$ cat src/rtl/stc_pkg.sv
// Constants, register map and carrier types for the startup sequencer.
// Assumes a 250 MHz system clock and a byte-wide register port.
package stc_pkg;
  // ----------------------------------------
  // Timing
  // ----------------------------------------
  localparam int unsigned CLK_MHZ          = 250;
  localparam int unsigned POR_TIME_MS      = 20;
  localparam int unsigned POR_CYCLES       = POR_TIME_MS * CLK_MHZ * 1000;
  localparam int unsigned PIN_FLOAT_NS     = 45;
  localparam int unsigned PIN_FLOAT_CYCLES = (PIN_FLOAT_NS * CLK_MHZ) / 1000;
  localparam int unsigned CYC_PER_MS       = CLK_MHZ * 1000;

  // ----------------------------------------
  // Register offsets
  // ----------------------------------------
  localparam logic [15:0] ADDR_IO_UPDATE  = 16'h0005;
  localparam logic [15:0] ADDR_SI_REV     = 16'h000A;
  localparam logic [15:0] ADDR_SYS_STAB   = 16'h0106;
  localparam logic [15:0] ADDR_PIN_FUNC   = 16'h0200;
  localparam logic [15:0] ADDR_IRQ_MASK   = 16'h020A;
  localparam logic [15:0] ADDR_WD_PERIOD  = 16'h0210;
  localparam logic [15:0] ADDR_FREE_WORD  = 16'h0300;
  localparam logic [15:0] ADDR_TUNE_A     = 16'h0400;
  localparam logic [15:0] ADDR_TUNE_B     = 16'h0403;
  localparam logic [15:0] ADDR_CAL        = 16'h0405;
  localparam logic [15:0] ADDR_SYNC_MODE  = 16'h0500;
  localparam logic [15:0] ADDR_LOOP_MODE  = 16'h0A01;
  localparam logic [15:0] ADDR_SOFT_SYNC  = 16'h0A02;
  localparam logic [15:0] ADDR_IRQ_WD_CLR = 16'h0A03;
  localparam logic [15:0] ADDR_IRQ_CLR    = 16'h0A04;
  localparam logic [15:0] ADDR_LOCK_STAT  = 16'h0D01;
  localparam logic [15:0] ADDR_IRQ_MON    = 16'h0D02;

  // ----------------------------------------
  // Field positions
  // ----------------------------------------
  localparam int unsigned BIT_IO_UPDATE = 0;
  localparam int unsigned BIT_TWO_LEVEL = 0;
  localparam int unsigned BIT_PIN0_SYNC = 1;
  localparam int unsigned BIT_PIN_DIR   = 4;
  localparam int unsigned BIT_CAL       = 0;
  localparam int unsigned BIT_OUT_EN    = 2;
  localparam int unsigned BIT_FREE_RUN  = 5;
  localparam int unsigned BIT_SOFT_SYNC = 1;
  localparam int unsigned BIT_WD_CLR    = 0;
  localparam int unsigned BIT_CLR_ALL   = 1;
  localparam int unsigned BIT_OUT_LOCK  = 2;

  // ----------------------------------------
  // Reset values
  // ----------------------------------------
  localparam logic [7:0] RST_TUNE_A = 8'h81;
  localparam logic [7:0] RST_TUNE_B = 8'h07;
  localparam logic [7:0] RST_CAL    = 8'h20;
  localparam logic [7:0] RST_STAB   = 8'h32;
  localparam logic [7:0] RST_ZERO   = 8'h00;
  localparam logic [7:0] SI_REV_DEF = 8'h5A; // Arbitrary value

  // ----------------------------------------
  // Types
  // ----------------------------------------
  typedef enum logic [1:0] {
    SYNC_MANUAL = 2'b00,
    SYNC_PHASE  = 2'b01,
    SYNC_FREQ   = 2'b10,
    SYNC_MAN2   = 2'b11
  } stc_sync_t;

  typedef enum logic [2:0] {
    ST_POR = 3'b001,
    ST_RST = 3'b010,
    ST_RUN = 3'b100
  } stc_state_t;

  typedef struct packed {
    logic       hardPin;
    logic       useI2c;
    logic [2:0] i2cAddr;
    logic       loadProfile;
    logic [2:0] profile;
  } stc_strap_t;

  typedef struct packed {
    logic [7:0]  stabMs;
    logic [7:0]  pinFunc;
    logic [7:0]  irqMask;
    logic [7:0]  wdPeriod;
    logic [31:0] freeWord;
    logic [7:0]  tuneA;
    logic [7:0]  tuneB;
    logic [7:0]  cal;
    logic [7:0]  syncMode;
    logic [7:0]  loopMode;
    logic [7:0]  softSync;
  } stc_cfg_t;

  localparam stc_cfg_t CFG_RST = '{stabMs: RST_STAB, pinFunc: RST_ZERO, irqMask: RST_ZERO,
    wdPeriod: RST_ZERO, freeWord: 32'h0000_0000, tuneA: RST_TUNE_A, tuneB: RST_TUNE_B,
    cal: RST_CAL, syncMode: RST_ZERO, loopMode: RST_ZERO, softSync: RST_ZERO};
endpackage

$ cat src/rtl/stc_strap_decode.sv
// Decodes the four three-level strap pins into startup choices.
// Assumes each pin is sensed once with a weak pull-up and once with a weak pull-down.
`timescale 1ns/1ps
`default_nettype none
module stc_strap_decode (
  // Pin senses
  input  wire logic [3:0]         senseUp,
  input  wire logic [3:0]         senseDn,
  input  wire logic               pinProgramEnable,
  // Decoded choices
  output stc_pkg::stc_strap_t     cfg
);
  // Floating pin follows the pull, so it reads high only with pull-up
  function automatic logic [1:0] trit(input logic up, input logic dn);
    trit = (up && dn) ? 2'd1 : (up ? 2'd2 : 2'd0);
  endfunction

  logic [3:0] loCode;
  logic [3:0] hiCode;

  // Three-level pairs to base-three codes
  always_comb begin
    loCode = 4'(3 * trit(senseUp[1], senseDn[1])) + 4'(trit(senseUp[0], senseDn[0]));
    hiCode = 4'(3 * trit(senseUp[3], senseDn[3])) + 4'(trit(senseUp[2], senseDn[2]));
    cfg.hardPin     = pinProgramEnable;
    cfg.useI2c      = !pinProgramEnable && (loCode != 4'h0);
    cfg.i2cAddr     = 3'(loCode - 4'h1);
    cfg.loadProfile = !pinProgramEnable && (hiCode != 4'h8);
    cfg.profile     = hiCode[2:0];
  end
endmodule
`default_nettype wire

$ cat src/rtl/stc_timer.sv
// Up-counter that flags once it has run for a given number of cycles.
// Assumes run is held low for at least one cycle to restart it.
`timescale 1ns/1ps
`default_nettype none
module stc_timer #(
  parameter int unsigned W = 32
) (
  // Clock
  input  wire logic         clk,
  // Control
  input  wire logic         run,
  input  wire logic [W-1:0] limit,
  // Status
  output logic              done
);
  if (W < 8) begin : g_bad_width
    $error("stc_timer width too small");
  end

  logic [W-1:0] count_r;
  logic [W-1:0] count_nxt;
  logic         done_r;
  logic         done_nxt;

  // Saturating count, cleared while idle
  always_comb begin
    count_nxt = count_r;
    done_nxt  = done_r;
    if (!run) begin
      count_nxt = '0;
      done_nxt  = 1'b0;
    end else if (count_r >= limit) begin
      done_nxt = 1'b1;
    end else begin
      count_nxt = count_r + 1'b1;
    end
  end

  always_ff @(posedge clk) begin
    count_r <= count_nxt;
    done_r  <= done_nxt;
  end

  assign done = done_r;
endmodule
`default_nettype wire

$ cat src/rtl/stc_startup_config_sequencer.sv
// Startup and configuration sequencer: power-up reset, strap capture,
// buffered registers, calibration, output sync, interrupts and watchdog.
// Assumes the serial front end turns host frames into byte register accesses.
`timescale 1ns/1ps
`default_nettype none
module stc_startup_config_sequencer #(
  parameter int unsigned           POR_CYC    = stc_pkg::POR_CYCLES,
  parameter int unsigned           MS_CYC     = stc_pkg::CYC_PER_MS,
  parameter logic          [7:0]   SI_REV     = stc_pkg::SI_REV_DEF
) (
  // Clock and resets
  input  wire logic                clk,
  input  wire logic                rst_n,
  input  wire logic                supplyOk,
  input  wire logic                softReset,
  // Strap pins
  input  wire logic                pinProgramEnable,
  input  wire logic [3:0]          strapSenseUp,
  input  wire logic [3:0]          strapSenseDn,
  input  wire logic [3:0]          strapPinIn,
  output logic      [3:0]          strapPinOut,
  output logic      [3:0]          strapPinOe_n,
  // Register port
  input  wire logic                regWr,
  input  wire logic                regRd,
  input  wire logic [15:0]         regAddr,
  input  wire logic [7:0]          regWdata,
  output logic      [7:0]          regRdata,
  // Loop status and events
  input  wire logic                sysclkLocked,
  input  wire logic                outLoopLocked,
  input  wire logic                digLoopPhaseLock,
  input  wire logic                digLoopFreqLock,
  input  wire logic                syncPin_n,
  input  wire logic [6:0]          irqEvents,
  // Controls out
  output logic                     deviceReset,
  output stc_pkg::stc_strap_t      strapCfg,
  output logic                     sysclkStable,
  output logic                     freeRunMode,
  output logic      [31:0]         freeRunWord,
  output logic      [7:0]          outLoopTuneA,
  output logic      [7:0]          outLoopTuneB,
  output logic                     calStart,
  output logic                     distOutEnable,
  output logic                     irqOut,
  output logic                     irqOe_n
);
  if (POR_CYC < 2 || MS_CYC < 1) begin : g_bad_counts
    $error("stc_startup_config_sequencer: bad counts");
  end

  // ----------------------------------------
  // Reset sequencing
  // ----------------------------------------
  stc_pkg::stc_state_t state_r, state_nxt;
  stc_pkg::stc_strap_t strapDec, strapCfg_r, strapCfg_nxt;
  logic porDone, resetReq;

  stc_timer #(.W(32)) u_por (.clk(clk), .run(supplyOk), .limit(32'(POR_CYC)), .done(porDone));
  stc_strap_decode u_dec (.senseUp(strapSenseUp), .senseDn(strapSenseDn),
    .pinProgramEnable(pinProgramEnable), .cfg(strapDec));

  assign resetReq = !rst_n || softReset;

  // Power-up reset ignores the pin; capture happens on the way into run
  always_comb begin
    state_nxt    = state_r;
    strapCfg_nxt = strapCfg_r;
    unique case (state_r)
      stc_pkg::ST_POR: if (porDone) state_nxt = stc_pkg::ST_RST;
      stc_pkg::ST_RST: if (!resetReq) begin
        state_nxt    = stc_pkg::ST_RUN;
        strapCfg_nxt = strapDec;
      end
      stc_pkg::ST_RUN: if (resetReq) state_nxt = stc_pkg::ST_RST;
      default:         state_nxt = stc_pkg::ST_POR;
    endcase
    if (!supplyOk) state_nxt = stc_pkg::ST_POR;
  end

  always_ff @(posedge clk) begin
    state_r    <= state_nxt;
    strapCfg_r <= strapCfg_nxt;
  end

  logic running;
  assign running = (state_r == stc_pkg::ST_RUN) && !resetReq;

  // ----------------------------------------
  // Buffered configuration registers
  // ----------------------------------------
  stc_pkg::stc_cfg_t cfgBuf_r, cfgBuf_nxt, cfgAct_r, cfgAct_nxt;
  logic ioUpdate;

  function automatic logic hit(input logic [15:0] a, input logic [15:0] o);
    hit = regWr && (a == o);
  endfunction

  // Strobe named here so the net follows it even when the address stays put
  assign ioUpdate = regWr && hit(regAddr, stc_pkg::ADDR_IO_UPDATE) && regWdata[stc_pkg::BIT_IO_UPDATE];

  // Host writes land in the buffer; update copies them to the live set
  always_comb begin
    cfgBuf_nxt = cfgBuf_r;
    cfgAct_nxt = cfgAct_r;
    if (hit(regAddr, stc_pkg::ADDR_SYS_STAB))   cfgBuf_nxt.stabMs   = regWdata;
    if (hit(regAddr, stc_pkg::ADDR_PIN_FUNC))   cfgBuf_nxt.pinFunc  = regWdata;
    if (hit(regAddr, stc_pkg::ADDR_IRQ_MASK))   cfgBuf_nxt.irqMask  = regWdata;
    if (hit(regAddr, stc_pkg::ADDR_WD_PERIOD))  cfgBuf_nxt.wdPeriod = regWdata;
    for (int i = 0; i < 4; i++) begin
      if (hit(regAddr, stc_pkg::ADDR_FREE_WORD + 16'(i))) cfgBuf_nxt.freeWord[8*i +: 8] = regWdata;
    end
    if (hit(regAddr, stc_pkg::ADDR_TUNE_A))     cfgBuf_nxt.tuneA    = regWdata;
    if (hit(regAddr, stc_pkg::ADDR_TUNE_B))     cfgBuf_nxt.tuneB    = regWdata;
    if (hit(regAddr, stc_pkg::ADDR_CAL))        cfgBuf_nxt.cal      = regWdata;
    if (hit(regAddr, stc_pkg::ADDR_SYNC_MODE))  cfgBuf_nxt.syncMode = regWdata;
    if (hit(regAddr, stc_pkg::ADDR_LOOP_MODE))  cfgBuf_nxt.loopMode = regWdata;
    if (hit(regAddr, stc_pkg::ADDR_SOFT_SYNC))  cfgBuf_nxt.softSync = regWdata;
    if (ioUpdate) cfgAct_nxt = cfgBuf_r;
    if (!running) begin
      cfgBuf_nxt = stc_pkg::CFG_RST;
      cfgAct_nxt = stc_pkg::CFG_RST;
    end
  end

  always_ff @(posedge clk) begin
    cfgBuf_r <= cfgBuf_nxt;
    cfgAct_r <= cfgAct_nxt;
  end

  // ----------------------------------------
  // Clock stability and watchdog timers
  // ----------------------------------------
  logic wdDone, wdClear, wdDonePrev_r, wdRun;
  assign wdClear = regWr && hit(regAddr, stc_pkg::ADDR_IRQ_WD_CLR) && regWdata[stc_pkg::BIT_WD_CLR];
  assign wdRun   = running && (cfgAct_r.wdPeriod != 8'h00) && !wdClear;

  // Stability is counted in milliseconds of unbroken lock
  stc_timer #(.W(32)) u_stab (.clk(clk), .run(running && sysclkLocked),
    .limit(32'(cfgAct_r.stabMs) * 32'(MS_CYC)), .done(sysclkStable));
  stc_timer #(.W(32)) u_wd (.clk(clk), .run(wdRun),
    .limit(32'(cfgAct_r.wdPeriod) * 32'(MS_CYC)), .done(wdDone));

  // ----------------------------------------
  // Calibration, sync and pins
  // ----------------------------------------
  logic calPrev_r, calStart_r, softPrev_r, syncPrev_r, pinPrev_r, dist_r, wdFire;
  logic calStart_nxt, dist_nxt, autoLock, syncEvt, twoLevel;
  logic [3:0] pinOut_r, pinOut_nxt, pinOe_r, pinOe_nxt;
  logic [7:0] lockStat;

  assign twoLevel = cfgAct_r.pinFunc[stc_pkg::BIT_TWO_LEVEL];
  assign lockStat = {3'b000, digLoopFreqLock, digLoopPhaseLock, outLoopLocked, sysclkStable, sysclkLocked};
  assign wdFire   = wdDone && !wdDonePrev_r;

  // Distribution start: automatic on lock, else on a sync edge
  always_comb begin
    autoLock = (cfgAct_r.syncMode[1:0] == stc_pkg::SYNC_PHASE && digLoopPhaseLock) ||
               (cfgAct_r.syncMode[1:0] == stc_pkg::SYNC_FREQ && digLoopFreqLock);
    syncEvt  = (softPrev_r && !cfgAct_r.softSync[stc_pkg::BIT_SOFT_SYNC]) ||
               (syncPin_n && !syncPrev_r) ||
               (twoLevel && cfgAct_r.pinFunc[stc_pkg::BIT_PIN0_SYNC] && strapPinIn[0] && !pinPrev_r);
    calStart_nxt = running && cfgAct_r.cal[stc_pkg::BIT_CAL] && !calPrev_r;
    dist_nxt = dist_r;
    if (!running || !cfgAct_r.syncMode[stc_pkg::BIT_OUT_EN] || !syncPin_n) begin
      dist_nxt = 1'b0;
    end else if (autoLock || syncEvt) begin
      dist_nxt = 1'b1;
    end
    pinOe_nxt  = 4'hF;
    pinOut_nxt = 4'h0;
    if (running && twoLevel) begin
      for (int i = 0; i < 4; i++) begin
        pinOe_nxt[i]  = !cfgAct_r.pinFunc[stc_pkg::BIT_PIN_DIR + i];
        pinOut_nxt[i] = lockStat[i];
      end
    end
  end

  always_ff @(posedge clk) begin
    calPrev_r    <= running && cfgAct_r.cal[stc_pkg::BIT_CAL];
    calStart_r   <= calStart_nxt;
    softPrev_r   <= cfgAct_r.softSync[stc_pkg::BIT_SOFT_SYNC];
    syncPrev_r   <= syncPin_n;
    pinPrev_r    <= strapPinIn[0];
    dist_r       <= dist_nxt;
    pinOe_r      <= pinOe_nxt;
    pinOut_r     <= pinOut_nxt;
    wdDonePrev_r <= wdDone;
  end

  // ----------------------------------------
  // Interrupt monitors and read-back
  // ----------------------------------------
  logic [7:0] irqMon_r, irqMon_nxt, irqEvt, rdata_r, rdata_nxt;
  logic       irqOe_r;
  assign irqEvt = {wdFire, irqEvents};

  // Set beats clear so an event in the clearing cycle survives
  always_comb begin
    irqMon_nxt = irqMon_r;
    if (hit(regAddr, stc_pkg::ADDR_IRQ_CLR))  irqMon_nxt = irqMon_nxt & ~regWdata;
    if (hit(regAddr, stc_pkg::ADDR_IRQ_WD_CLR) && regWdata[stc_pkg::BIT_CLR_ALL]) irqMon_nxt = 8'h00;
    irqMon_nxt = irqMon_nxt | (irqEvt & cfgAct_r.irqMask);
    if (!running) irqMon_nxt = 8'h00;
    rdata_nxt = 8'h00;
    if (regRd) begin
      unique case (regAddr)
        stc_pkg::ADDR_SI_REV:    rdata_nxt = SI_REV;
        stc_pkg::ADDR_SYS_STAB:  rdata_nxt = cfgBuf_r.stabMs;
        stc_pkg::ADDR_PIN_FUNC:  rdata_nxt = cfgBuf_r.pinFunc;
        stc_pkg::ADDR_IRQ_MASK:  rdata_nxt = cfgBuf_r.irqMask;
        stc_pkg::ADDR_WD_PERIOD: rdata_nxt = cfgBuf_r.wdPeriod;
        stc_pkg::ADDR_TUNE_A:    rdata_nxt = cfgBuf_r.tuneA;
        stc_pkg::ADDR_TUNE_B:    rdata_nxt = cfgBuf_r.tuneB;
        stc_pkg::ADDR_CAL:       rdata_nxt = cfgBuf_r.cal;
        stc_pkg::ADDR_SYNC_MODE: rdata_nxt = cfgBuf_r.syncMode;
        stc_pkg::ADDR_LOOP_MODE: rdata_nxt = cfgBuf_r.loopMode;
        stc_pkg::ADDR_SOFT_SYNC: rdata_nxt = cfgBuf_r.softSync;
        stc_pkg::ADDR_LOCK_STAT: rdata_nxt = lockStat;
        stc_pkg::ADDR_IRQ_MON:   rdata_nxt = irqMon_r;
        default:                 rdata_nxt = 8'h00;
      endcase
    end
  end

  always_ff @(posedge clk) begin
    irqMon_r <= irqMon_nxt;
    rdata_r  <= rdata_nxt;
    irqOe_r  <= !(|irqMon_nxt);
  end

  // Outputs, all from flops except irqOut, which is tied low, and deviceReset, which is decoded from state_r
  assign deviceReset   = (state_r != stc_pkg::ST_RUN);
  assign strapCfg      = strapCfg_r;
  assign freeRunMode   = cfgAct_r.loopMode[stc_pkg::BIT_FREE_RUN];
  assign freeRunWord   = cfgAct_r.freeWord;
  assign outLoopTuneA  = cfgAct_r.tuneA;
  assign outLoopTuneB  = cfgAct_r.tuneB;
  assign calStart      = calStart_r;
  assign distOutEnable = dist_r;
  assign irqOut        = 1'b0;
  assign irqOe_n       = irqOe_r;
  assign strapPinOut   = pinOut_r;
  assign strapPinOe_n  = pinOe_r;
  assign regRdata      = rdata_r;
endmodule
`default_nettype wire

$ cat config.mk
export PLATFORM = sky130hd
export DESIGN_NAME = stc_startup_config_sequencer
export DESIGN_NICKNAME = d
export VERILOG_FILES = /design/src/rtl/stc_pkg.sv /design/src/rtl/stc_strap_decode.sv /design/src/rtl/stc_timer.sv /design/src/rtl/stc_startup_config_sequencer.sv
export SDC_FILE = /design/constraint.sdc
export NUM_CORES = 1
export LEC_CHECK = 0
export BUFFER_PORTS_ARGS = -buffer_cell sky130_fd_sc_hd__buf_2
export CAP_MARGIN = 20
export CORE_MARGIN = 1
export CORE_UTILIZATION = 50
export CTS_CLUSTER_DIAMETER = 80
export DETAILED_ROUTE_END_ITERATION = 12
export HOLD_SLACK_MARGIN = 0.1
export MAX_ROUTING_LAYER = met4
export PLACE_DENSITY_LB_ADDON = 0.2
export SLEW_MARGIN = 10
export SYNTH_ARGS = -nofsm -noshare
export SYNTH_HDL_FRONTEND = slang
export SYNTH_SLANG_ARGS = --single-unit
$ cat constraint.sdc
create_clock -name clk -period 4.9 [get_ports clk]
set_input_delay 0.735 -clock clk [delete_from_list [all_inputs] [get_ports clk]]
set_output_delay 0.735 -clock clk [all_outputs]
set_load 0.05 [all_outputs]
Yosys cells after proc, flatten, opt, wreduce, memory -nomap -nowiden
Index checks and enable logic that the tools add are counted.
{ "op_classes": {"add_sub_neg": 6, "n_mul": 4, "div_mod_pow": 0, "n_lt_le_gt_ge": 3, "n_eq_ne": 30, "shift": 0, "muxes": 16, "n_bitwise": 5, "reduce_logical": 72} }
{ "op_table": {"columns": ["operator", "count"], "rows": [
  ["$eq 16x10->1 const B", 7],
  ["$pmux 8 s13", 1],
  ["$add 32x1->32 const B", 3],
  ["$eq 16x12->1 const B", 6],
  ["$eq 16x11->1 const B", 4],
  ["$ge 32x26->1", 2],
  ["$mul 8x14->22 const B", 2],
  ["$logic_and 1x1->1", 43],
  ["$ge 32x23->1 const B", 1],
  ["$mux 8", 3],
  ["$logic_not 1->1", 17],
  ["$and 8x8->8", 2],
  ["$eq 16x3->1 const B", 1],
  ["$eq 16x4->1 const B", 1],
  ["$eq 16x9->1 const B", 1],
  ["$mux 2", 8],
  ["$mux 3", 3],
  ["$pmux 3 s3", 1],
  ["$add 4x2->4", 2],
  ["$mul 2x2->4 const A", 2],
  ["$not 8->8", 1],
  ["$or 8x8->8", 1],
  ["$reduce_bool 8->1", 1],
  ["$reduce_or 8->1", 1],
  ["15 further kinds", 22]
]} }
{ "totals": {"ff_bits": 347, "latch_bits": 0, "ram_bits": 0, "rom_bits": 0, "input_bits": 55, "output_inout_bits": 80, "elab_cells": 185, "mem_count": 0} }

Longest topological paths before layout
Gate-level depths: netlist of run 1.
{ "depth": {"depth_word": 8, "mapped_depth": 23, "depth_no_buf": 22} }

Cells and area by module
A second synthesis of run 1 with hierarchy kept.
{ "hier_totals": {"cells_unflattened": 2543, "hier_area_um2": 20918.8} }
{ "by_module_without_submodules": {"columns": ["mod", "instances", "cells_per_inst", "area_per_inst_um2", "seq_area_each_um2"], "rows": [
  ["stc_startup_config_sequencer", 1, 1545, 13025.0, 4894.7],
  ["stc_timer", 3, 322, 2548.7, 660.6],
  ["stc_strap_decode", 1, 32, 247.7, 0.0]
]} }

Least setup slack after synthesis of run 1
No wires, ideal clock.
{ "synth_timing": {"kind": "reg2reg", "from": "register cfgAct_r[107] (netlist name)", "to": "register u_stab.count_r[22]", "setup_ns": 0.129, "t_arrival_ns": 5.164, "t_required_ns": 4.771, "setup_slack_ns": -0.394, "stages_incl_launch_ff": 22, "path_buffers": 2, "period_less_slack_ns": 5.294, "path_cell_list": "dfxtp_1 fa_1 ha_1 inv_1 fa_1 fa_1 inv_1 ha_1 o21ai_0 a21boi_0 o21ai_0 a31oi_1 and4_1 nor3_1 ha_1 nand2_1 nor2_1 o2111a_1 clkbuf_1 clkbuf_1 nor4_1 mux2i_1"} }
{ "synth_between": {"elab_chain_cells": 2} }
{ "synth_lines": {"columns": ["item", "line_no", "rtl"], "rows": [
  ["start, declared", "stc_startup_config_sequencer.sv:93", "stc_pkg::stc_cfg_t cfgBuf_r, cfgBuf_nxt, cfgAct_r, cfgAct_nxt;"],
  ["start signal, assigned", "stc_startup_config_sequencer.sv:129", "cfgAct_r <= cfgAct_nxt;"],
  ["$mul 8x14->22", "stc_startup_config_sequencer.sv:141", ".limit(32'(cfgAct_r.stabMs) * 32'(MS_CYC)), .done(sysclkStable));"],
  ["$ge 32x26->1", "stc_timer.sv:32", "end else if (count_r >= limit) begin"],
  ["end signal, assigned", "stc_timer.sv:40", "count_r <= count_nxt;"],
  ["end, declared", "stc_timer.sv:20", "logic [W-1:0] count_r;"]
]} }
Every way passes these cells.
A chain may end at the register's enable or synchronous reset.

Final worst setup path of run 1
{ "layout_timing": {"from": "register cfgAct_r[84] (netlist name)", "to": "register u_wd.count_r[18]"} }
{ "layout_between": {"elab_chain_cells": 3, "elab_cells_between_ends": 5, "cone_classes": "mul (1); order compare (1); reduce/logical (3)"} }
{ "layout_lines": {"columns": ["item", "line_no"], "rows": [
  ["parallel branches: the longest is 3 deep, another holds $ge 32x26->1", null],
  ["end signal, assigned", "stc_timer.sv:40"],
  ["end, declared", "stc_timer.sv:20"]
]} }
Parallel ways; which one is timed is not known.

==> results.md, run 1 <==
- The overall track demand over capacity in global routing is 0.261.
- The most used standard cell by instance count after synthesis is sky130_fd_sc_hd__dfxtp_1.
- The maximum fanout encountered on the critical timing path is 8.
- The number of optimization iterations in the first detailed-route pass is 6.
- The total overflow left after global routing is 0.
- After clock tree synthesis, the flow added hold-fix buffers numbering 0.
- After synthesis, the share of flip-flops with an asynchronous set or reset is 0.
- The switching part of the total is 0.223.
- Setup violations remaining at the end of the flow were counted as 56.
- The area of the mapped netlist is 0.0189 mm^2.
- The synthesized flop and latch total is 339.
- The finished cells cover 0.0229 mm^2.
- The chip width is 197 um.
- The endpoint arrival time on the critical path is 5.76 ns.
- Dividing the synthesized area by the synthesized cell count gives 8.68 um^2.
- For this configuration, the core starts out at a cell density of 0.513.
- The peak ir drop on the vdd network is 0.000284 V.
- The post-route worst setup slack is -0.370 ns.
- In this run the power spent charging and discharging nets is 1.31 mW.
- The die is 197 um tall.
- After layout, the design draws a total of 5.87 mW.
- The final net count is 2,575.
- In the synthesized netlist the dominant register cell turns out to be sky130_fd_sc_hd__dfxtp_1.
- The routed layout has 16,200 vias.
- In this run the tightest slew margin relative to its limit is 0.354.
- The pin count of the biggest net entering global routing is 141.
- The checks that failed: negative setup slack.
- The number of max-cap violations is 0.
- The wire-length estimate of the detail-placed layout is 33,100 um.
- The sequential share of power is 0.473.
- The cell at the root of the clock tree is sky130_fd_sc_hd__clkbuf_16.
- The critical path is of the reg2reg type.
- In this run the static leakage power is 8.94 nW.
- At the end of routability-driven placement, the weighted congestion stood at 0.888.
- The synthesized-area fraction occupied by ao, oa, aoi and oai cells was 0.120.
- The total clock sinks is 339.
- The run finished, with violations left.
- For this block, the routed nets add up to 49,600 um of wire.
- In this run the worst hold path is classified as in2reg.
- Counting the buffers created by CTS gives 37.
- After floorplanning, the core was divided into 70 placement rows.
- The number of port buffers is 130.
- The library cell with the largest summed area after synthesis is sky130_fd_sc_hd__dfxtp_1.
- The maximum clock skew at final layout is 0.0199 ns.
- The proportion of layout cells with a drive suffix above 1 is 0.187.
- The initial antenna violation count is 2.
- Of the total synthesized cell area, the portion taken by full adders, half adders and majority gates is 0.150.
- By count the netlist is led by sky130_fd_sc_hd__dfxtp_1 (330), sky130_fd_sc_hd__nand2_1 (326), sky130_fd_sc_hd__ha_1 (170).
- The number of nets in the synthesized netlist is 2,443.
- During synthesis, Yosys emitted a total of 0 warnings.
- Of the post-synthesis cell area, the part taken by muxes is 0.0629.
- The count of endpoints failing hold in the final timing report came to 0.
- Counting along the longest clock path gives a buffer depth of 3.
- The H-tree depth is 2.
- Summing all placed instances gives a cell area of 0.0205 mm^2.
- The post-route fraction of the period consumed by the critical path is 1.08.
- The required arrival time at the worst endpoint is 5.39 ns.
- The count of antenna-violating nets left after detailed routing is 0.
- The clock latency reported for the late side of the worst-skew pair is 0.57 ns.
- The count of pins over their slew limit is 0.
- The worst hold slack is 0.328 ns.
- The die covers 0.0387 mm^2.
- Of the total synthesized cell area, the portion taken by AND, OR, NAND and NOR gates is 0.223.
- The fraction of power consumed by combinational cells is 0.020.
- For this run, the register share of the synthesized area comes to 0.363.
- The violation count after the first detailed-route iteration is 1,149.
- TritonCTS built the clock tree.
- The via count of the first global-routing pass is 15,500.
- The first global-routing pass estimated 79,400 um of wire.
- STA classifies the critical path startpoint as a flop.
- The clock share of power is 0.508.
- The top achievable clock speed is 190 MHz.
- The main combinational cell family by area after synthesis is simple AND/OR/NAND/NOR gates.
- The internal power of the cells is 4.56 mW.
- The synthesis-to-finish area growth is 20.9%.
- The time the final worst path needs with I/O delays and setup is 5.27 ns.
- For this design the top-level I/O count stands at 135.
- The synthesized design contains 9 enable-type register cells.
- Setup repair after global routing could not meet its margin everywhere.
- Once layout is complete, the utilization of the core stands at 0.620.
- The average wire per cell in the routed design is 17.4 um.
- After clock tree synthesis, the clock-pin slew on the worst setup and hold paths is 0.06 ns.
- The total core area is 0.0370 mm^2.
- The measured slew at the worst slew-check pin is 0.965 ns.
- The total power per unit cell area is 256 mW/mm^2.
- Using the TritonRoute via totals, the vias-per-cell ratio works out to 5.67.
- The area share of the largest cell type after synthesis is 0.349.
- The sort of element at the end of the critical path is a flop.
- Ranked by total cell area, the synthesized netlist is headed by sky130_fd_sc_hd__dfxtp_1 (35%), sky130_fd_sc_hd__ha_1 (11%), sky130_fd_sc_hd__nand2_1 (6.5%).
- After detailed routing, the number of remaining DRC violations is 0.
- In this run, distinct cell masters in the synthesized netlist total 78.
- The xor/xnor cell area share of the yosys netlist is 0.0139.
- The post-synthesis instance total is 2,182.
## repair_timing
action	in CTS	in global routing
resized for setup	79	46
buffers inserted	14	13
cloned	8	3
setup endpoints to repair	56	56
pin swaps	63	44
## per-stage QoR
stage,setup slack (ns),instances,setup TNS (ns)
2_1_floorplan,-0.0126,2182,-0.0378
3_3_place_gp,-0.365,2746,-15.60
3_5_place_dp,-0.503,2746,-21.30
4_1_cts,-0.405,2834,-15.35
5_1_grt,-0.631,2849,-29.17
6_report,-0.370,2849,-16.37
## worst paths after layout
path / from / endpoint / slack (ns) / depth (start not counted)
max: cfgAct_r[84] / u_wd.count_r[18] / -0.37 / 22
min: syncPin_n / syncPrev_r / 0.33 / 1
max reg2reg: cfgAct_r[84] / u_wd.count_r[18] / -0.37 / 22
min reg2reg: cfgAct_r[1] / softPrev_r / 0.37 / 0
## logic make-up after synthesis
kind of cell	Yosys count
muxes	119
xor gates and xnor gates	30
AOI/OAI and AO/OA	352
DFF	339
adders and majority gates	206
other	1
buffers and inverters	281
and+or+nand+nor	854
## state kept, by name, summed over array words and instances, names as in the netlist, 8 cells and up
register	flops
u_wd.count_r	32
outLoopTuneA	8
irqMon_r	8
outLoopTuneB	8
regRdata	8
cfgBuf_r	112
u_por.count_r	32
freeRunWord	32
cfgAct_r	35
strapCfg	9
u_stab.count_r	32
## final cells by class
type                    count  area (um^2)
clock buffers              49         1050
repair buffers            255         1970
clock inverters            19          265
well taps                 504          631
inverters                 119          447
multi-input cells        1562        11600
fillers                  3140        14100
diodes                      2         5.00
flip-flops and latches    339         6890
## power groups by stage
stage / Clock (mW) / Combinational (mW) / Sequential, mW
finish: 2.98 / 0.115 / 2.77
global route: 3.14 / 0.124 / 2.77
CTS: 3.03 / 0.114 / 2.77
detailed placement: 0 / 0.114 / 2.83
global placement: 0 / 0.110 / 2.83
floorplan: 0 / 0.0553 / 2.83
## cell usage in the layout, fill, tap and decap left out, types with 21 or more instances in the layout
master                      count
sky130_fd_sc_hd__mux2i_1      118
sky130_fd_sc_hd__and2_1        30
sky130_fd_sc_hd__xor2_1        22
sky130_fd_sc_hd__clkbuf_16     40
sky130_fd_sc_hd__nand2b_1      54
sky130_fd_sc_hd__nand3_1       81
sky130_fd_sc_hd__buf_4         88
sky130_fd_sc_hd__nand4_1       31
sky130_fd_sc_hd__and3_1        42
sky130_fd_sc_hd__fa_1          36
sky130_fd_sc_hd__dfxtp_1      324
sky130_fd_sc_hd__ha_1         163
sky130_fd_sc_hd__nand2_1      321
sky130_fd_sc_hd__buf_2        130
sky130_fd_sc_hd__nor4_1        22
sky130_fd_sc_hd__a222oi_1      21
sky130_fd_sc_hd__inv_1        115
sky130_fd_sc_hd__nor4_4        27
sky130_fd_sc_hd__nor2_1       117
sky130_fd_sc_hd__o21ai_0       33
sky130_fd_sc_hd__nor3_1        27
sky130_fd_sc_hd__a21oi_1      153
## worst max-delay path, cell delays in order (launching register included)
cell and delay (ns):
sky130_fd_sc_hd__dfxtp_4 0.36, sky130_fd_sc_hd__fa_1 0.48, sky130_fd_sc_hd__ha_1 0.30, sky130_fd_sc_hd__inv_1 0.06
sky130_fd_sc_hd__fa_1 0.44, sky130_fd_sc_hd__fa_1 0.54, sky130_fd_sc_hd__inv_2 0.05, sky130_fd_sc_hd__ha_4 0.26
sky130_fd_sc_hd__o21a_1 0.14, sky130_fd_sc_hd__o21a_1 0.20, sky130_fd_sc_hd__o22a_1 0.17, sky130_fd_sc_hd__o311ai_2 0.14
sky130_fd_sc_hd__a21o_1 0.20, sky130_fd_sc_hd__a211oi_2 0.24, sky130_fd_sc_hd__ha_1 0.29, sky130_fd_sc_hd__nand2_2 0.09
sky130_fd_sc_hd__nor3_2 0.06, sky130_fd_sc_hd__o2111ai_2 0.10, sky130_fd_sc_hd__a41oi_2 0.07, sky130_fd_sc_hd__buf_6 0.18
sky130_fd_sc_hd__clkbuf_16 0.16, sky130_fd_sc_hd__or4_1 0.51, sky130_fd_sc_hd__a21oi_1 0.13
## metal layers
metal	vias up	global-route usage	wire, um
met1	7752	0.325	21800
met2	423	0.427	23700
li1	7884	-	-
met3	94	0.0394	2500
met5	-	-	0
met4	0	0.0982	1540
(Power assumes the default switching activity.)
==> inputs of run 2 (changes only) <==
- GPL_TIMING_DRIVEN: default -> 0
==> results.md, run 2 (same netlist as run 1, synthesis figures left out) <==
- The largest register by flop count is cfgBuf_r (unchanged).
- The number of cells on the worst reg-to-reg path is 20 (was 22).
- The most common cell after layout, fill and taps aside was sky130_fd_sc_hd__nand2_1 (was sky130_fd_sc_hd__dfxtp_1).
- The boundary pin count is 135 (unchanged).
- The required arrival time at the worst endpoint was 5.38 ns (was 5.39 ns).
- The maximum clock path buffer count is 3 (unchanged).
- The sort of element at the end of the critical path is a flop (unchanged).
- The routed length on met1 was 23,700 um (was 21,800 um).
- The number of setup violations in the final report came to 56 (unchanged).
- The post-route fraction of the period consumed by the critical path is 1.09 (was 1.08).
- The count of endpoints failing hold in the final timing report came to 0 (unchanged).
- The total overflow reported by the global router is 0 (unchanged).
- The final weighted congestion in routability-driven placement is 0.963 (was 0.888).
- The worst min-delay path startpoint is syncPin_n (unchanged).
- The count of filler cells inserted in the layout is 3,076 (was 3,140).
- The pin count of the biggest net entering global routing was 14 (was 141).
- The worst reg-to-reg setup slack is -0.43 ns (was -0.37 ns).
- Cell chain of the critical path: fa_1, ha_1, fa_1, inv_1, fa_1, inv_1, ha_1, or2_4, o22a_1, buf_4, o31ai_2, xor2_1, ha_1, a21o_1, a21o_1, a21oi_4, o2111ai_4, buf_8, or4_1, a21oi_1 (was fa_1, ha_1, inv_1, fa_1, fa_1, inv_2, ha_4, o21a_1, o21a_1, o22a_1, o311ai_2, a21o_1, a211oi_2, ha_1, nand2_2, nor3_2, o2111ai_2, a41oi_2, buf_6, clkbuf_16, or4_1, a21oi_1).
- The element type at the critical path start is a flop (unchanged).
- The count of standard-cell rows is 70 (unchanged).
- The chip width is 197 um (unchanged).
- The hold path depth was 1 (unchanged).
- The top achievable clock speed is 187 MHz (was 190 MHz).
- The highest metal layer with signal wires is met4 (unchanged).
- The final wirelength is 54,300 um (was 49,600 um).
- The H-tree depth is 2 (unchanged).
- The total power per unit cell area came to 249 mW/mm^2 (was 256 mW/mm^2).
- The pre-CTS setup slack is -0.836 ns (was -0.503 ns).
- The cell total after placement is 2,813 (was 2,746).
- The met2 wirelength from detailed routing is 26,000 um (was 23,700 um).
- The HPWL reported at the end of detailed placement is 38,500 um (was 33,100 um).
- The total clock buffers created by CTS is 38 (was 37).
- Violations in the final reports: negative setup slack (unchanged).
- The violation count after the first detailed-route iteration came to 1,307 (was 1,149).
- The cell at the root of the clock tree is sky130_fd_sc_hd__clkbuf_16 (unchanged).
- The maximum fanout encountered on the critical timing path is 6 (was 8).
- The via count of the first global-routing pass is 16,400 (was 15,500).
- The TritonCTS clock tree was done (unchanged).
- Run status: complete, but fails checks (unchanged).
- The final net count came to 2,657 (was 2,575).
- The number of vias in the routed layout was 16,600 (was 16,200).
- The y dimension of the die was 197 um (unchanged).
- The count of antenna-violating nets left after detailed routing is 0 (unchanged).
- The initial antenna violation count is 5 (was 2).
- The type of the worst setup path is reg2reg (unchanged).
- The average wire per cell in the routed design was 18.5 um (was 17.4 um).
- The number of max-cap violations is 0 (unchanged).
- The overall power after layout is 5.81 mW (was 5.87 mW).
- The total clock sinks is 339 (unchanged).
- The total core area came to 0.0370 mm^2 (unchanged).
- The leakage power figure is 9.08 nW (was 8.94 nW).
- The clock-pin slew on the worst setup and hold paths was 0.06 ns (about the same).
- Biggest registers after layout: cfgBuf_r: 112 flops, cfgAct_r: 35 flops (unchanged).
- The critical path's largest stage delay is 0.53 ns (was 0.54 ns).
- The detailed-route vias per instance is 5.67 (about the same).
- The flip-flop count of the largest register after layout was 112 (unchanged).
- The total die area is 0.0387 mm^2 (unchanged).
- The DRC violations left is 0 (unchanged).
- The reg-to-reg critical path startpoint is cfgAct_r[83] (was cfgAct_r[84]).
- The total area of multi-input combinational cells is 0.0118 mm^2 (was 0.0116 mm^2).
- Highest-count cells in the layout ignoring fill and taps: sky130_fd_sc_hd__nand2_1 (323), sky130_fd_sc_hd__dfxtp_1 (318), sky130_fd_sc_hd__ha_1 (162) (was sky130_fd_sc_hd__dfxtp_1 (324), sky130_fd_sc_hd__nand2_1 (321), sky130_fd_sc_hd__ha_1 (163)).
- The number of port buffers came to 127 (was 130).
- The maximum clock skew at final layout was 0.0249 ns (was 0.0199 ns).
- The post-layout instance count excluding filler cells is 2,935 (was 2,849).
- The measured slew at the worst slew-check pin came to 1.01 ns (was 0.965 ns).
- The overall track demand over capacity in global routing is 0.286 (was 0.261).
- The clock latency reported for the late side of the worst-skew pair is 0.56 ns (was 0.57 ns).
- The post-route worst setup slack was -0.434 ns (was -0.370 ns).
- The routed wire length on met3 was 3150 um (was 2500 um).
- The proportion of layout cells with a drive suffix above 1 is 0.192 (was 0.187).
- The number of optimization iterations in the first detailed-route pass is 5 (was 6).
- The first-pass GRT wire length is 85,700 um (was 79,400 um).
- The time the final worst path needs with I/O delays and setup is 5.33 ns (was 5.27 ns).
- The capturing point of the worst reg2reg path is u_wd.count_r[18] (unchanged).
- The peak ir drop on the vdd network was 0.000234 V (was 0.000284 V).
- The class of the most critical hold timing path is in2reg (unchanged).
- The endpoint of the worst hold-timing path is syncPrev_r (unchanged).
- The endpoint arrival time on the critical path is 5.82 ns (was 5.76 ns).
- The worst relative slew slack is 0.327 (was 0.354).
- The synthesis-to-finish area growth is 23.1% (was 20.9%).
- The starting density of the core is 0.513 (unchanged).
- The total area of sequential cells is 0.00691 mm^2 (was 0.00689 mm^2).
- The cell with the largest stage delay on the worst path is sky130_fd_sc_hd__fa_1 (unchanged).
- The count of pins over their slew limit is 0 (unchanged).
- RSZ-0062 raised after global routing: true (unchanged).
[run 2: critical path, delay by kind of cell, from the launching register on]
kind / cells / cell delay (ns)
buf+inv: 4 / 0.47
simple gates: 2 / 0.73
flops: 1 / 0.35
xor+xnor: 1 / 0.19
fa+ha+maj: 6 / 2.33
compound gates: 7 / 1.19
[run 2: where the power goes]
part	total [mW]	switching (mW)	leakage, nW	internal [mW]
sequential	2.77	0.00276	2.74	2.77
clock	2.92	1.20	0.650	1.72
combinational	0.123	0.0857	5.69	0.0372
[run 2: final cells by class]
type	count	area share
sequential	339	0.296
buffer	162	0.0436
multi-input combinational	1562	0.508
antenna	6	0.000644
clock inverter	12	0.00397
clock buffer	57	0.0517
timing repair buffer	174	0.0493
tap	504	0.0271
inverter	119	0.0192
[run 2: routing by layer]
layer  vias to the layer above  GRT usage
met5                         -          -
li1                       8083          -
met4                         0     0.0956
met3                       100     0.0443
met1                      7972      0.357
met2                       486      0.471
[run 2: repair_timing]
item | 4_1_cts | 5_1_grt
resized for setup | 143 | 42
hold buffers | 0 | 0
setup endpoints to repair | 56 | 56
setup buffers | 30 | 9
pin swaps | 70 | 41
gates cloned | 9 | 0
[run 2: worst max-delay path by stage]
| stage | startpoint | to | slack, ns | cells past startpoint |
|---|---|---|---|---|
| CTS | cfgAct_r[83] | u_wd.count_r[18] | -0.44 | 21 |
| floorplan | cfgAct_r[106] | u_stab.count_r[18] | -0.01 | 18 |
| detailed placement | cfgAct_r[108] | u_stab.count_r[20] | -0.84 | 20 |
| finish | cfgAct_r[83] | u_wd.count_r[18] | -0.43 | 20 |
| global route | cfgAct_r[83] | u_wd.count_r[11] | -0.70 | 21 |
| global placement | cfgAct_r[108] | u_stab.count_r[20] | -0.65 | 20 |
[run 2: stage by stage]
| stage | TNS [ns] | hold WS, ns | utilization | cell area [um^2] |
|---|---|---|---|---|
| after floorplan | -0.0378 | 0.343 | - | 19300 |
| after global placement | -31.08 | 0.352 | 0.556 | 20500 |
| after detailed placement | -39.51 | 0.357 | 0.556 | 20500 |
| after CTS | -18.25 | 0.274 | 0.623 | 23000 |
| after global routing | -30.65 | 0.280 | 0.631 | 23300 |
| final | -18.53 | 0.292 | 0.631 | 23300 |
==> inputs of run 3 (changes only) <==
- TNS_END_PERCENT: default -> 50
==> results.md, run 3 (same netlist as run 1, synthesis figures left out) <==
- The peak ir drop on the vdd network was 0.000316 V (was 0.000234 V).
- The measured slew at the worst slew-check pin is 0.925 ns (was 1.01 ns).
- The HPWL reported at the end of detailed placement came to 38,400 um (was 38,500 um).
- The detailed-route vias per instance is 5.69 (was 5.67).
- The H-tree depth was 2 (unchanged).
- The worst relative slew slack came to 0.381 (was 0.327).
- The initial antenna violation count was 3 (was 5).
- The sequential share of power was 0.467 (was 0.477).
- The violation count after the first detailed-route iteration was 1,203 (was 1,307).
- The end point of the critical path is u_wd.count_r[5] (was u_wd.count_r[18]).
- The count of pins over their slew limit is 0 (unchanged).
- The worst setup path startpoint is cfgAct_r[83] (unchanged).
- The reported net switching power came to 1.29 mW (about the same).
- The worst reg-to-reg setup slack is -0.56 ns (was -0.43 ns).
- The number of cells on the worst reg-to-reg path is 24 (was 20).
- The final core area utilization came to 0.626 (was 0.631).
- The clock share of power is 0.512 (was 0.502).
- The cell total after placement is 2,813 (unchanged).
- The class of the most critical hold timing path is in2reg (unchanged).
- The most common cell after layout, fill and taps aside is sky130_fd_sc_hd__nand2_1 (unchanged).
- The count of hold-fix buffers inserted at cts is 0 (unchanged).
- The clock latency reported for the late side of the worst-skew pair is 0.57 ns (was 0.56 ns).
- The via count of the first global-routing pass is 16,400 (about the same).
- The number of vias in the routed layout is 16,700 (was 16,600).
- The fraction of power consumed by combinational cells came to 0.021 (about the same).
- The routed wire length on met3 is 3120 um (was 3150 um).
- The maximum fanout encountered on the critical timing path came to 7 (was 6).
- Biggest registers after layout: cfgBuf_r: 112 flops, cfgAct_r: 35 flops (unchanged).
- The synthesis-to-finish area growth was 22.1% (was 23.1%).
- The sort of element at the end of the critical path is a flop (unchanged).
- The type of the worst setup path is reg2reg (unchanged).
- The number of port buffers is 127 (unchanged).
- The switching part of the total is 0.217 (was 0.222).
- The leakage power figure is 9.04 nW (was 9.08 nW).
- The final wirelength came to 53,900 um (was 54,300 um).
- The total core area is 0.0370 mm^2 (unchanged).
- Run status: complete, but fails checks (unchanged).
- The pin count of the biggest net entering global routing is 13 (was 14).
- The boundary pin count was 135 (unchanged).
- The number of setup violations in the final report was 56 (unchanged).
- The total overflow reported by the global router is 0 (unchanged).
- The number of optimization iterations in the first detailed-route pass is 6 (was 5).
- The total clock buffers created by CTS was 39 (was 38).
- The post-route worst setup slack is -0.556 ns (was -0.434 ns).
- The count of endpoints failing hold in the final timing report is 0 (unchanged).
- The DRC violations left is 0 (unchanged).
- The flip-flop count of the largest register after layout is 112 (unchanged).
- The element type at the critical path start is a flop (unchanged).
- The reg-to-reg critical path startpoint was cfgAct_r[83] (unchanged).
- The count of filler cells inserted in the layout came to 3,166 (was 3,076).
- The total die area came to 0.0387 mm^2 (unchanged).
- The post-route fraction of the period consumed by the critical path is 1.11 (was 1.09).
- The overall track demand over capacity in global routing is 0.288 (was 0.286).
- The top achievable clock speed was 183 MHz (was 187 MHz).
- The total power per unit cell area is 257 mW/mm^2 (was 249 mW/mm^2).
- The average wire per cell in the routed design is 18.4 um (was 18.5 um).
- The highest metal layer with signal wires is met4 (unchanged).
- The capturing point of the worst reg2reg path is u_wd.count_r[5] (was u_wd.count_r[18]).
- Highest-count cells in the layout ignoring fill and taps: sky130_fd_sc_hd__nand2_1 (322), sky130_fd_sc_hd__dfxtp_1 (318), sky130_fd_sc_hd__ha_1 (162) (was sky130_fd_sc_hd__nand2_1 (323), sky130_fd_sc_hd__dfxtp_1 (318), sky130_fd_sc_hd__ha_1 (162)).
- The accumulated negative setup slack is -23.04 ns (was -18.53 ns).
- The cell at the root of the clock tree is sky130_fd_sc_hd__clkbuf_16 (unchanged).
- The endpoint arrival time on the critical path came to 5.89 ns (was 5.82 ns).
- The proportion of layout cells with a drive suffix above 1 is 0.187 (was 0.192).
- The maximum clock skew at final layout came to 0.0294 ns (was 0.0249 ns).
- The overall power after layout is 5.94 mW (was 5.81 mW).
- The met2 wirelength from detailed routing is 25,500 um (was 26,000 um).
- The maximum clock path buffer count is 3 (unchanged).
- The clock-pin slew on the worst setup and hold paths is 0.06 ns (about the same).
- Violations in the final reports: negative setup slack (unchanged).
- RSZ-0062 raised after global routing: true (unchanged).
- The number of max-cap violations is 0 (unchanged).
- The y dimension of the die is 197 um (unchanged).
- The largest register by flop count is cfgBuf_r (unchanged).
- The first-pass GRT wire length is 85,800 um (was 85,700 um).
- The total clock sinks came to 339 (unchanged).
- The internal power of the cells is 4.65 mW (was 4.52 mW).
- The required arrival time at the worst endpoint came to 5.33 ns (was 5.38 ns).
- The final net count is 2,657 (unchanged).
- The post-layout instance count excluding filler cells is 2,932 (was 2,935).
- The routed length on met1 is 23,600 um (was 23,700 um).
- The TritonCTS clock tree is done (unchanged).
- The time the final worst path needs with I/O delays and setup is 5.46 ns (was 5.33 ns).
- The count of standard-cell rows was 70 (unchanged).
- The chip width is 197 um (unchanged).
- The count of antenna-violating nets left after detailed routing came to 0 (unchanged).
- The starting density of the core is 0.513 (unchanged).
- The final weighted congestion in routability-driven placement is 0.939 (was 0.963).
## run 3: changes by cell type in the layout (fill, tap and decap cells not counted), sizes merged
cell,previous run,this run
clkinv,8,5
clkbuf,154,155
inv,122,120
bufinv,0,3
diode,6,3
clkinvlp,1,0
buf,239,241
## run 3: stage by stage
stage | cell area (um^2) | hold WS, ns | setup WS, ns
finish | 23100 | 0.305 | -0.556
global route | 23100 | 0.289 | -0.813
CTS | 23000 | 0.280 | -0.438
detailed placement | 20500 | 0.358 | -0.764
global placement | 20500 | 0.351 | -0.654
floorplan | 19300 | 0.343 | -0.0326
## run 3: power by group through the flow
stage                     Combinational (mW)  Sequential (mW)  Clock [mW]
after floorplan                       0.0553             2.83           0
after global placement                 0.120             2.83           0
after detailed placement               0.122             2.83           0
after CTS                              0.122             2.77        3.07
after global routing                   0.133             2.77        3.18
final                                  0.125             2.77        3.04
## run 3: layout make-up
type                       instances  area [um^2]  share of cell area
multi-input combinational       1562        11700               0.506
sequential                       339         6910               0.298
clock buffer                      61         1190              0.0515
timing repair buffer             173         1100              0.0477
buffer                           162          996              0.0430
tap                              504          631              0.0273
inverter                         119          447              0.0193
clock inverter                     9          141             0.00611
antenna                            3         7.51            0.000324
## run 3: worst min path at each step
stage | slack (ns) | to | start | cells past startpoint
floorplan | 0.34 | softPrev_r | cfgAct_r[1] | 0
global placement | 0.35 | softPrev_r | cfgAct_r[1] | 0
detailed placement | 0.36 | softPrev_r | cfgAct_r[1] | 0
CTS | 0.28 | syncPrev_r | syncPin_n | 1
global route | 0.29 | syncPrev_r | syncPin_n | 1
finish | 0.30 | syncPrev_r | syncPin_n | 1
## run 3: critical path: stages (launching register included)
cell and delay, ns:
sky130_fd_sc_hd__dfxtp_4 0.36, sky130_fd_sc_hd__fa_1 0.51, sky130_fd_sc_hd__ha_1 0.31, sky130_fd_sc_hd__inv_2 0.04, sky130_fd_sc_hd__fa_1 0.48, sky130_fd_sc_hd__fa_1 0.58, sky130_fd_sc_hd__inv_2 0.05, sky130_fd_sc_hd__ha_4 0.25
sky130_fd_sc_hd__o21a_1 0.13, sky130_fd_sc_hd__o21a_1 0.16, sky130_fd_sc_hd__buf_6 0.11, sky130_fd_sc_hd__nand4b_1 0.18, sky130_fd_sc_hd__buf_4 0.20, sky130_fd_sc_hd__nand2_1 0.06, sky130_fd_sc_hd__nor2_1 0.05, sky130_fd_sc_hd__xor2_1 0.15
sky130_fd_sc_hd__ha_1 0.27, sky130_fd_sc_hd__nand4_1 0.15, sky130_fd_sc_hd__nor3_4 0.30, sky130_fd_sc_hd__o2111ai_2 0.20, sky130_fd_sc_hd__a41oi_2 0.23, sky130_fd_sc_hd__buf_6 0.19, sky130_fd_sc_hd__buf_8 0.13, sky130_fd_sc_hd__nor4_1 0.07
sky130_fd_sc_hd__mux2i_1 0.15
## run 3: per-layer routing
layer / vias up / GRT usage
met4: 0 / 0.107
met3: 128 / 0.0453
met2: 514 / 0.470
met1: 7976 / 0.359
li1: 8070 / -
met5: - / -
## run 3: timing repair
| item | CTS | global route |
|---|---|---|
| setup endpoints to repair | 56 | 56 |
| gates resized for setup | 130 | 35 |
| hold endpoints to repair | 0 | 0 |
| cloned | 10 | 0 |
| pin swaps | 63 | 31 |
| buffers inserted | 32 | 5 |
